==> src/pkg/sdsi_pkg.sv <==
// Package for the step/direction setpoint input block
package sdsi_pkg;

    // ****************************************************************
    // Modes and timing
    // ****************************************************************
    // Step interpretation modes
    typedef enum logic
    {
        SDSI_MODE_STEP_DIR,                 // Step line plus rotation sense
        SDSI_MODE_FWD_BWD                   // Separate forward / backward lines
    } sdsi_mode_type;

    // Status output meaning
    typedef enum logic
    {
        SDSI_STAT_ERROR,                    // Report fault condition
        SDSI_STAT_MOVING                    // Report speed not zero
    } sdsi_stat_type;

    // Clock period in picoseconds (125 MHz)
    localparam int unsigned SDSI_CLK_PERIOD_PS = 8000;
    // Longest time from enable to ready, in ms
    localparam int unsigned SDSI_READY_MAX_MS  = 100;
    // Ready delay in cycles, longest time rounds down
    localparam int unsigned SDSI_READY_CYCLES  =
        (SDSI_READY_MAX_MS * 1000 * 1000) / (SDSI_CLK_PERIOD_PS / 1000);
    // Default settle time before ready, in cycles
    localparam int unsigned SDSI_SETTLE_DEF    = 32'h0000_0400;
    // Reset value of the position count
    localparam logic [31:0] SDSI_POS_RESET     = 32'h0000_0000;

    // ****************************************************************
    // Carriers
    // ****************************************************************
    // Synchronised line levels
    typedef struct packed
    {
        logic step_or_forward_line;         // Step or forward line
        logic rotation_sense_or_backward_line; // Sense or backward line
        logic enable_line;                  // Amplifier enable line
    } sdsi_lines_type;

    // One step event with its direction
    typedef struct packed
    {
        logic valid;                        // One step this cycle
        logic ccw;                          // High means counterclockwise
    } sdsi_step_type;

endpackage

==> src/hw/sdsi_top.sv <==
// Step/direction setpoint input with enable, ready and status outputs
//
// Contract
// - Mode setting picks step-dir or forward-backward
// - Step-dir: rising step edge makes one step
// - Direction low clockwise, high counterclockwise
// - Forward rise clockwise, backward rise counterclockwise
// - Enable low disables, high enables amplifier
// - Ready goes low within 100 ms
// - Ready high when disabled, low when enabled; code also holds it high while i_fault is high
// - Inverted ready copy on separate output
// - Setting selects error or moving status
// - Status high when selected condition present
// - Inverted status copy also provided
`timescale 1ns/1ps
`default_nettype none

module sdsi_top
    import sdsi_pkg::*;
#(
    parameter int unsigned READY_DELAY = SDSI_SETTLE_DEF  // Enable-to-ready cycles
)
(
    // Clock, reset, enable
    input  wire logic          i_clk_sys,
    input  wire logic          i_arst_n,
    input  wire logic          i_ce,
    // Step interface lines
    input  wire logic          i_step_or_forward_line,
    input  wire logic          i_rotation_sense_or_backward_line,
    input  wire logic          i_enable_line,
    // Configuration
    input  wire sdsi_mode_type i_step_mode_setting,
    input  wire sdsi_stat_type i_status_meaning_setting,
    input  wire logic          i_fault,
    input  wire logic          i_speed_nonzero,
    // Step outputs to position loop
    output logic               o_step_valid,
    output logic               o_step_ccw,
    output logic [31:0]        o_position,
    // Amplifier and status
    output logic               o_amp_enable,
    output logic               o_ready_n,
    output logic               o_drive_ready_copy,
    output logic               o_status_flag_out,
    output logic               o_status_flag_out_n
);

    // ****************************************************************
    // Input synchronisers
    // ****************************************************************
    sdsi_lines_type meta_r;                 // First stage, read only by sync_r
    sdsi_lines_type sync_r;                 // Second stage
    sdsi_lines_type prev_r;                 // Delayed copy for edges
    sdsi_lines_type sync_nxt;
    sdsi_lines_type prev_nxt;
    sdsi_lines_type meta_nxt;

    // Lines arrive unrelated to our clock, so two flops come first
    // Only the second stage and its delayed copy feed the edge logic, never the first
    // Next values of the synchroniser chain
    always_comb
    begin
        meta_nxt = '{i_step_or_forward_line, i_rotation_sense_or_backward_line,
                     i_enable_line};
        sync_nxt = meta_r;
        prev_nxt = sync_r;
    end

    always_ff @(posedge i_clk_sys or negedge i_arst_n)
    begin
        if (!i_arst_n)
        begin
            meta_r <= '0;
            sync_r <= '0;
            prev_r <= '0;
        end
        else if (i_ce)
        begin
            meta_r <= meta_nxt;
            sync_r <= sync_nxt;
            prev_r <= prev_nxt;
        end
    end

    // ****************************************************************
    // Step decoding
    // ****************************************************************
    logic          rise_a;                  // Rising edge on first line
    logic          rise_b;                  // Rising edge on second line
    sdsi_step_type step_nxt;
    sdsi_step_type step_r;
    logic [31:0]   pos_r;
    logic [31:0]   pos_nxt;

    // Edge detect and mode decode
    always_comb
    begin
        rise_a   = sync_r.step_or_forward_line & ~prev_r.step_or_forward_line;
        rise_b   = sync_r.rotation_sense_or_backward_line
                   & ~prev_r.rotation_sense_or_backward_line;
        step_nxt = '0;
        pos_nxt  = pos_r;
        case (i_step_mode_setting)
            SDSI_MODE_STEP_DIR:
            begin
                step_nxt.valid = rise_a;
                step_nxt.ccw   = sync_r.rotation_sense_or_backward_line;
            end
            SDSI_MODE_FWD_BWD:
            begin
                // forward cw, backward ccw; both cancel
                step_nxt.valid = rise_a ^ rise_b;
                step_nxt.ccw   = rise_b;
            end
            default:
            begin
                step_nxt = '0;
            end
        endcase
        // Steps during disable are dropped, never queued
        // Only count steps while the amplifier is on
        if (step_nxt.valid && o_amp_enable)
        begin
            pos_nxt = step_nxt.ccw ? pos_r - 32'h0000_0001 : pos_r + 32'h0000_0001;
        end
        else
        begin
            step_nxt.valid = 1'b0;
        end
    end

    // Register step event and position
    always_ff @(posedge i_clk_sys or negedge i_arst_n)
    begin
        if (!i_arst_n)
        begin
            step_r <= '0;
            pos_r  <= SDSI_POS_RESET;
        end
        else if (i_ce)
        begin
            step_r <= step_nxt;
            pos_r  <= pos_nxt;
        end
    end

    // ****************************************************************
    // Enable and ready
    // ****************************************************************
    logic [31:0] rdy_cnt_r;                 // Settle counter after enable
    logic [31:0] rdy_cnt_nxt;
    logic        ready_r;                   // Drive ready, active high
    logic        ready_nxt;

    assign o_amp_enable = sync_r.enable_line;

    // Settle counter and ready flag
    // Fault or loss of enable restarts the settle count
    // Counter stops at the limit, so it never wraps
    always_comb
    begin
        rdy_cnt_nxt = rdy_cnt_r;
        ready_nxt   = 1'b0;
        if (!sync_r.enable_line || i_fault)
        begin
            rdy_cnt_nxt = '0;
        end
        else if (rdy_cnt_r >= READY_DELAY)
        begin
            ready_nxt = 1'b1;
        end
        else
        begin
            rdy_cnt_nxt = rdy_cnt_r + 32'h0000_0001;
        end
    end

    // Register ready state
    always_ff @(posedge i_clk_sys or negedge i_arst_n)
    begin
        if (!i_arst_n)
        begin
            rdy_cnt_r <= '0;
            ready_r   <= 1'b0;
        end
        else if (i_ce)
        begin
            rdy_cnt_r <= rdy_cnt_nxt;
            ready_r   <= ready_nxt;
        end
    end

    // ****************************************************************
    // Status output
    // ****************************************************************
    logic stat_r;
    logic stat_nxt;

    always_comb
    begin
        case (i_status_meaning_setting)
            SDSI_STAT_ERROR:  stat_nxt = i_fault;
            SDSI_STAT_MOVING: stat_nxt = i_speed_nonzero;
            default:          stat_nxt = i_fault;
        endcase
    end

    // Register status, one cycle behind the selected condition
    always_ff @(posedge i_clk_sys or negedge i_arst_n)
    begin
        if (!i_arst_n)
            stat_r <= 1'b0;
        else if (i_ce)
            stat_r <= stat_nxt;
    end

    // Output drive
    assign o_step_valid        = step_r.valid;
    assign o_step_ccw          = step_r.ccw;
    assign o_position          = pos_r;
    assign o_ready_n           = ~ready_r;
    assign o_drive_ready_copy  = ready_r;
    assign o_status_flag_out   = stat_r;
    assign o_status_flag_out_n = ~stat_r;

    // ****************************************************************
    // Assertions
    // ****************************************************************
    localparam int unsigned READY_LIMIT_CHK = 1000;
    // Checks on state only count cycles with the clock enable high

    a_step_dir_rise: assert property (@(posedge i_clk_sys) disable iff (!i_arst_n)
        (i_ce && i_step_mode_setting == SDSI_MODE_STEP_DIR && o_amp_enable
         && sync_r.step_or_forward_line && !prev_r.step_or_forward_line)
        |=> o_step_valid)
        else $error("step edge did not give a step");

    a_step_dir_sense: assert property (@(posedge i_clk_sys) disable iff (!i_arst_n)
        (i_ce && i_step_mode_setting == SDSI_MODE_STEP_DIR && step_nxt.valid)
        |=> o_step_ccw == $past(sync_r.rotation_sense_or_backward_line))
        else $error("step direction wrong");

    a_fwd_bwd_dir: assert property (@(posedge i_clk_sys) disable iff (!i_arst_n)
        (i_ce && i_step_mode_setting == SDSI_MODE_FWD_BWD && o_amp_enable
         && sync_r.rotation_sense_or_backward_line
         && !prev_r.rotation_sense_or_backward_line
         && !(sync_r.step_or_forward_line && !prev_r.step_or_forward_line))
        |=> o_step_valid && o_step_ccw)
        else $error("backward edge not ccw step");

    a_pos_count: assert property (@(posedge i_clk_sys) disable iff (!i_arst_n)
        (i_ce && step_nxt.valid) |=> o_position != $past(o_position))
        else $error("position did not move on step");

    a_amp_disable: assert property (@(posedge i_clk_sys) disable iff (!i_arst_n)
        (i_ce && !i_enable_line) ##1 i_ce
        |=> !o_amp_enable)
        else $error("amplifier on while disabled");

    a_ready_off: assert property (@(posedge i_clk_sys) disable iff (!i_arst_n)
        (i_ce && !o_amp_enable) |=> o_ready_n)
        else $error("ready low while disabled");

    a_ready_bound: assert property (@(posedge i_clk_sys) disable iff (!i_arst_n)
        (READY_DELAY < READY_LIMIT_CHK && i_ce && $rose(o_amp_enable) && !i_fault)
        ##1 (i_ce && o_amp_enable && !i_fault) [*8]
        |-> (rdy_cnt_r != 32'h0000_0000))
        else $error("ready counter not advancing");

    a_ready_copy: assert property (@(posedge i_clk_sys) disable iff (!i_arst_n)
        o_drive_ready_copy != o_ready_n)
        else $error("ready copy not inverted");

    a_status_sel: assert property (@(posedge i_clk_sys) disable iff (!i_arst_n)
        (i_ce && i_status_meaning_setting == SDSI_STAT_MOVING)
        |=> o_status_flag_out == $past(i_speed_nonzero))
        else $error("status not following speed");

    a_status_error: assert property (@(posedge i_clk_sys) disable iff (!i_arst_n)
        (i_ce && i_status_meaning_setting == SDSI_STAT_ERROR)
        |=> o_status_flag_out == $past(i_fault))
        else $error("status not following fault");

    a_status_inv: assert property (@(posedge i_clk_sys) disable iff (!i_arst_n)
        o_status_flag_out_n == !o_status_flag_out)
        else $error("status copy not inverted");

endmodule

`default_nettype wire

==> config.mk <==
export PLATFORM = sky130hd
export DESIGN_NAME = sdsi_top
export DESIGN_NICKNAME = d
export VERILOG_FILES = /design/src/pkg/sdsi_pkg.sv /design/src/hw/sdsi_top.sv
export SDC_FILE = /design/constraint.sdc
export NUM_CORES = 1
export LEC_CHECK = 0
export CORE_UTILIZATION = 58
export CTS_BUF_LIST = sky130_fd_sc_hd__clkbuf_16
export CTS_CLUSTER_DIAMETER = 50
export DETAILED_ROUTE_END_ITERATION = 8
export DONT_BUFFER_PORTS = 1
export GPL_TIMING_DRIVEN = 0
export PLACE_DENSITY = 0.8
export SLEW_MARGIN = 20
export SYNTH_ARGS = -nofsm -noshare
export SYNTH_HDL_FRONTEND = slang
export SYNTH_SLANG_ARGS = --single-unit
==> constraint.sdc <==
create_clock -name i_clk_sys -period 4.1 [get_ports i_clk_sys]
set_clock_uncertainty 0.15 [all_clocks]
set_input_delay 0.82 -clock i_clk_sys [delete_from_list [all_inputs] [get_ports i_clk_sys]]
set_output_delay 0.82 -clock i_clk_sys [all_outputs]
set_load 0.01 [all_outputs]
Yosys cells after proc, flatten, opt, wreduce, memory -nomap -nowiden
Cells that the tools add are included.
W data, S select, Z words.
Storage, ports and cells
  register bits after elaboration: 76
  input bits: 10
  word-level logic and storage cells: 41
Operators by class
  $add $sub $neg: 3
  $lt $le $gt $ge: 1
  mux-type cells: 8
  reduce and logical (&&, ||, !) cells: 5
  eq/ne operators: 1
  bitwise operators: 9
Operators with widths (count)
  $mux W32: 3
  $add A32 B1 Y32 const B: 2
  $ge A32 B11 Y1 const B: 1
  $sub A32 B1 Y32 const B: 1
  $not A1 Y1: 6
  $pmux W2 S2: 1
  $reduce_and A2 Y1: 2
  $mux W1: 3
  $and A1 B1 Y1: 2
  $ne A2 B2 Y1 const B: 1
  $pmux W1 S2: 1
  $logic_and A1 B1 Y1: 1
  $logic_not A1 Y1: 1
  $logic_or A1 B1 Y1: 1
  $xor A1 B1 Y1: 1

Depth between registers and ports, before layout
Gate-level depths: netlist of the first run.
  depth after elaboration: 6
  mapped depth: 13
  depth with buffers taken out: 12

Worst setup path before layout of the first run
No wires, ideal clock.
  kind: in2reg
  start point: input i_step_mode_setting
  end point: register pos_r[24] (netlist: o_position[24])
  buffers on the path: 1
  setup time: 136 ps
  data arrival time: 4128 ps
  path slack: -314 ps
  stages on the path: 13
  cell sequence: nand2_1 -> and2_1 -> clkbuf_1 -> inv_1 -> fa_1 -> and2b_1 -> o211ai_2 -> a21oi_4 -> a31oi_2 -> or4_4 -> a311oi_2 -> mux2i_1 -> o311ai_1
RTL lines
  start: declaration: line sdsi_top.sv:33  | input wire sdsi_mode_type i_step_mode_setting,
  end signal: assignment: line sdsi_top.sv:144  | pos_r <= pos_nxt;
  end: declaration: line sdsi_top.sv:93  | logic [31:0] pos_r;

==> results of run 1 <==
worst paths after layout:
path                                  startpoint                    endpoint  cells after the start
setup / recovery             i_step_mode_setting  o_position[25]$_DFFE_PN0P_                     12
hold / removal                          i_arst_n    rdy_cnt_r[0]$_DFFE_PN0P_                      0
setup reg to reg           prev_r[1]$_DFFE_PN0P_  o_position[25]$_DFFE_PN0P_                     12
hold reg to reg            meta_r[1]$_DFFE_PN0P_       meta_r[1]$_DFFE_PN0P_                      1
max in group asynchronous               i_arst_n    rdy_cnt_r[9]$_DFFE_PN0P_                      0
min in group i_clk_sys     meta_r[1]$_DFFE_PN0P_       meta_r[1]$_DFFE_PN0P_                      1
layout make-up:
type                            count  area (µm²)
Clock buffer                        9         225
Multi-Input combinational cell    411        2770
Tap cell                          102         128
Clock inverter                      7        43.8
Sequential cell                    76        1900
Fill cell                         629        2680
Inverter                           13        48.8
Buffer                             20        82.6
logic make-up (layout without fill, tap and decap cells):
kind of cell               count (synthesis)  in the layout  synth area share [%]
and+or+nand+nor                          185            185                  18.7
AOI/OAI and AO/OA                        143            143                  20.4
DFF                                       76             76                  39.6
xor gates and xnor gates                  35             35                  6.38
adders and majority gates                 36             36                  9.53
buffers and inverters                     33             49                  2.66
muxes                                     12             12                  2.76
registers in the layout, indices dropped and copies added (netlist names):
register	count
o_step_valid	1
o_status_flag_out	1
o_position	32
prev_nxt	2
o_drive_ready_copy	1
o_amp_enable	1
meta_r	3
o_step_ccw	1
prev_r	2
rdy_cnt_r	32
per-stage QoR:
step / TNS [ns] / util, % / setup WS (ns) / hold slack, ns / cells
floorplan: 0 / - / 0.194 / 0.314 / 520
global placement: -0.834 / 62.5 / -0.262 / 0.327 / 622
detailed placement: -1.46 / 62.5 / -0.315 / 0.340 / 622
CTS: 0 / 65.9 / 0.0251 / 0.0204 / 638
global route: 0 / 66.0 / 0.143 / 0.0154 / 638
finish: 0 / 66.0 / 0.286 / 0.0227 / 638
cells in the mapped netlist, types with 2 or more instances:
master and number:
or3_1 2, a211oi_1 3, a21boi_0 2, nor3b_1 2
clkbuf_1 16, xor2_1 19, a211oi_2 2, and3_1 11
o21ai_1 5, o31ai_1 3, nor2_1 49, inv_1 13
mux2i_1 2, mux2_2 10, nor4b_1 2, o21ai_0 38
nor3_1 4, o211ai_1 2, and2_1 9, xnor2_1 16
nand4_1 10, ha_1 35, nor4_1 5, dfrtp_1 76
o21a_1 3, a311oi_2 2, and4_1 3, a41oi_1 2
a21o_1 20, nand3_1 15, o41ai_1 2, a31oi_2 2
nand2b_1 5, nor2b_1 4, a21oi_1 30, a2bb2oi_1 2
buf_1 3, a31oi_1 11, nand2_1 57
critical path, delay by kind of cell:
| kind | cells | cell delay [ns] |
|---|---|---|
| xor+xnor | 1 | 0.16 |
| buf+inv | 1 | 0.35 |
| fa+ha+maj | 1 | 0.48 |
| compound gates | 7 | 1.85 |
| simple gates | 2 | 0.17 |
routing by layer:
layer / GRT usage, % / up-vias
li1: - / 1902
met1: 34.4 / 1858
met2: 38.8 / 101
met3: 6.10 / 18
met4: 10.8 / 0
met5: 0 / -
power by group through the flow:
stage	Combinational, mW	Clock, mW	Sequential, mW
final	1.60	0.727	1.15
after global routing	1.78	0.765	1.18
after CTS	1.58	0.736	1.16
after detailed placement	1.56	0	1.17
after global placement	1.51	0	1.16
after floorplan	1.30	0	1.11
==> results.md, run 1 <==
- Critical Path, Cell by Cell: nand2_1 > and2_1 > clkbuf_4 > ha_1 > a21o_1 > a2111oi_0 > o31ai_1 > a21oi_1 > o21ai_0 > a21boi_0 > xor2_1 > o21ai_0
- Sum of routed wire segments on met1: 4890 µm
- Starting density of the core: 60.9%
- Die outline width: 93.0 µm
- Biggest fanout along the worst timing path: 40
- Net Switching: 1.50 mW
- Final slew viol count: 0
- Met3 wire len: 575 µm
- Buffer depth of the longest clock path: 2
- Mapped Nets: 566
- Highest routed metal layer: met4
- Number of buffers added for setup after CTS: 0
- Most common cell type on the critical path: o21ai_0
- Diode count: 0
- Sequential area share after synthesis: 39.6%
- Share of total power in sequential cells: 33.1%
- Slew HR: 59.5%
- Peak supply drop: 0.384 mV
- RSZ-0062 raised after global routing: no
- Yosys top cell by area: dfrtp_1
- Crit share post-route: 93.0%
- Logic pwr share: 46.0%
- P_leak: 2.44 nW
- Layout cells sized above 1: 8.21%
- I/O pins: 49
- Num rows: 32
- Number of nets with antenna violations after routing: 0
- Std-Cell Core Area: 0.00789 mm²
- Clock tree root driver cell: clkbuf_16
- Share of synthesized registers carrying an async set or reset: 100%
- Slowest cell delay on critical path: 0.54 ns
- Count of synthesis-stage warnings from yosys: 0
- Total die area: 0.00865 mm²
- Final net count: 577
- Mean instance size in the synthesized netlist: 9.24 µm²
- CP Class: in2reg
- Number of global-route vias before repair: 3682
- Final critical-path required period: 3.81 ns
- Unique masters post-synth: 62
- Kind of path behind the tightest hold check: in2async
- Least-Margin Pin Slew: 0.603 ns
- Placed cell area: 0.00493 mm²
- Setup slack on the worst flop-to-flop path: 0.35 ns
- Routed WL per cell: 16.1 µm
- Leading cell type in the layout, fill and taps excluded: dfrtp_1
- GRT Residual Overflow: 0
- Syn Inst Count: 520
- Net Sw Frac: 43.1%
- # Max-Cap Violations: 0
- Die height: 93.0 µm
- DRC errors left: 0
- Wire length of the first global-routing pass: 17300 µm
- Number of buffers created by CTS: 9
- Insertion delay to the later sink of the worst-skew pair: 0.34 ns
- Result of the run: finished, final reports clean
- Clock slew at the register clock pins of the worst setup and hold paths: 0.06 ns
- Share of the synthesized area in the top cell type: 39.6%
- Fraction of power consumed by the clock network: 20.9%
- DRT Pass-1 Iters: 5
- Number of vias in the routed layout: 3879
- Post-Syn Area: 0.00480 mm²
- Pin count of the biggest net entering global routing: 77
- Sort of element at the end of the critical path: flop
- Top cells by area, synth: dfrtp_1, ha_1, nand2_1
- Final HPWL DP: 7280 µm
- Most frequent cells in the layout: dfrtp_1, nand2_1, nor2_1
- Antenna violations before repair: 0
- Hold-fix buffers, CTS: 0
- Slowest-stage cell, CP: a2111oi_0
- Internal Pwr Total: 1.98 mW
- Most frequently used flop master after synthesis: dfrtp_1
- CP Launch Type: input pin
- TritonCTS sink count: 76
- Data arrival time of the critical path: 3.85 ns
- Post-synth EDFFs: 0
- Final design area excluding fillers: 0.00520 mm²
- Timing-limited maximum frequency: 262 MHz
- Total count of hold-check failures in the final report: 0
- Global Route Usage Sum: 25.3%
- Total power after layout: 3.48 mW
- Clock tree from TritonCTS: yes
- Count of state elements after synthesis: 76
- Vias per inst: 6.08
- Final weighted congestion of routability-driven global placement: 0.936
- Final routed wirelength across all metal layers: 10300 µm
- IO buf count: 0
- Post-cts gate resize count: 0
- Initial drt markers: 299
- Area growth, synth to finish: 8.34%
- Data required time at the worst endpoint: 4.13 ns
- CTS H-Tree Depth: 3
- Power density over cell area: 668 mW/mm²
- Met2 wire length: 4620 µm
- Number of setup violations in the final report: 0
No activity file was read; power rests on OpenSTA's default activity.
==> run 2, diff against run 1 <==
--- a/config.mk
+++ b/config.mk
@@ -12,6 +12,7 @@
 export DONT_BUFFER_PORTS = 1
 export GPL_TIMING_DRIVEN = 0
 export PLACE_DENSITY = 0.8
+export REMOVE_ABC_BUFFERS = 1
 export SLEW_MARGIN = 20
 export SYNTH_ARGS = -nofsm -noshare
 export SYNTH_HDL_FRONTEND = slang
==> results.md, run 2 (synthesized netlist as in run 1, its figures left out) <==
- Result of the run: finished, final reports clean
- Peak supply drop: 0.442 mV
- Global Route Usage Sum: 24.5%
- Die outline width: 93.0 µm
- Wire length of the first global-routing pass: 16800 µm
- Total count of hold-check failures in the final report: 0
- Vias per inst: 6.07
- P_leak: 2.45 nW
- Slew HR: 44.9%
- Number of setup violations in the final report: 0
- Setup_tns: 0 ns
- # Max-Cap Violations: 0
- Die height: 93.0 µm
- Std-Cell Core Area: 0.00789 mm²
- Biggest fanout along the worst timing path: 39
- Starting density of the core: 60.9%
- DRT Pass-1 Iters: 4
- Diode count: 0
- CP Launch Type: input pin
- Layout cells sized above 1: 9.23%
- Routed WL per cell: 15.9 µm
- Final net count: 561
- Buffer depth of the longest clock path: 2
- Total power after layout: 3.53 mW
- Final weighted congestion of routability-driven global placement: 0.912
- Number of nets with antenna violations after routing: 0
- Final non-filler cell total: 622
- Net Sw Frac: 42.8%
- Num rows: 32
- Power density over cell area: 675 mW/mm²
- Clock slew at the register clock pins of the worst setup and hold paths: 0.07 ns
- Fraction of power consumed by the clock network: 22.6%
- Data required time at the worst endpoint: 4.16 ns
- DRC errors left: 0
- Timing-limited maximum frequency: 283 MHz
- Post-cts gate resize count: 0
- Number of vias in the routed layout: 3776
- Net Switching: 1.51 mW
- Kind of path behind the tightest hold check: in2async
- GRT Residual Overflow: 0
- CTS H-Tree Depth: 3
- Least-Margin Pin Slew: 0.827 ns
- Area growth, synth to finish: 8.78%
- CP Class: in2reg
- Antenna violations before repair: 0
- Final slew viol count: 0
- Crit share post-route: 86.3%
- Clock tree from TritonCTS: yes
- Logic pwr share: 44.7%
- TritonCTS sink count: 76
- Internal Pwr Total: 2.02 mW
- Final HPWL DP: 6910 µm
- Clock tree root driver cell: clkbuf_16
- I/O pins: 49
- Insertion delay to the later sink of the worst-skew pair: 0.34 ns
- Number of buffers created by CTS: 9
- Initial drt markers: 175
- Leading cell type in the layout, fill and taps excluded: dfrtp_1
- Sort of element at the end of the critical path: flop
- Dpl cells: 604
- Total die area: 0.00865 mm²
- RSZ-0062 raised after global routing: no
- Most frequent cells in the layout: dfrtp_1, nand2_1, nor2_1
- Final routed wirelength across all metal layers: 9910 µm
- Share of total power in sequential cells: 32.6%
- Final critical-path required period: 3.54 ns
- Number of global-route vias before repair: 3665
- IO buf count: 0
- Data arrival time of the critical path: 3.60 ns
- Pin count of the biggest net entering global routing: 77
-- run 2: changes by cell type in the layout (fill, tap and decap cells not counted), sizes merged --
cell,before,now
buf,4,2
clkbuf,25,9
clkinv,7,1
dlygate4sd3,0,2
inv,13,19
-- run 2: layout make-up --
class | count | area, µm²
Multi-Input combinational cell | 411 | 2780
Timing Repair Buffer | 4 | 67.6
Clock buffer | 9 | 225
Tap cell | 102 | 128
Inverter | 13 | 48.8
Sequential cell | 76 | 1900
Clock inverter | 7 | 73.8
Fill cell | 620 | 2660
-- run 2: critical path, stage by stage --
cell and delay (ns):
nand2_1 0.03, and2_2 0.17, buf_12 0.21, inv_1 0.10, fa_1 0.40, and2b_1 0.24, o211ai_2 0.12, a21oi_4 0.23
a31oi_2 0.16, or4_4 0.47, a311oi_2 0.31, mux2i_1 0.22, o311ai_1 0.11
-- run 2: final timing paths --
path                                            from                             end  slack, ns  cells past startpoint
setup / recovery                 i_step_mode_setting      o_position[24]$_DFFE_PN0P_       0.56                     13
hold / removal                              i_arst_n  o_drive_ready_copy$_DFFE_PN0P_       0.03                      0
setup reg to reg               prev_r[1]$_DFFE_PN0P_      o_position[24]$_DFFE_PN0P_       0.63                     13
hold reg to reg            rdy_cnt_r[31]$_DFFE_PN0P_       rdy_cnt_r[31]$_DFFE_PN0P_       0.36                      2
max in group asynchronous                   i_arst_n           meta_r[2]$_DFFE_PN0P_       2.53                      1
min in group i_clk_sys     rdy_cnt_r[31]$_DFFE_PN0P_       rdy_cnt_r[31]$_DFFE_PN0P_       0.36                      2
-- run 2: through the flow --
stage / setup WS, ns / util (%) / hold slack [ns] / area (µm²)
finish: 0.561 / 66.2 / 0.0275 / 5230
global route: 0.396 / 66.2 / 0.00632 / 5230
CTS: 0.545 / 66.0 / 0.00621 / 5200
detailed placement: 0.203 / 62.2 / 0.337 / 4910
global placement: -0.795 / 61.5 / 0.330 / 4850
floorplan: -0.131 / - / 0.314 / 4720
-- run 2: power by group through the flow --
stage | logic [mW] | clock network [mW] | registers (mW)
CTS | 1.57 | 0.808 | 1.16
floorplan | 1.29 | 0 | 1.11
detailed placement | 1.55 | 0 | 1.17
finish | 1.58 | 0.797 | 1.15
global placement | 1.50 | 0 | 1.16
global route | 1.78 | 0.851 | 1.18
-- run 2: per-layer routing --
metal	share of wire [%]	track usage [%]	vias up	routed length (µm)
li1	-	-	1872	-
met1	44	29.8	1807	4410
met2	49	40.7	78	4830
met3	4.7	5.93	19	461
met4	2.1	12.1	0	211
met5	0	0	-	0
-- run 2: what timing repair did --
action / CTS / global route
hold endpoints to repair: 0 / 16
setup endpoints to repair: 0 / 0
setup buffers: 0 / 0
hold buffers: 0 / 2
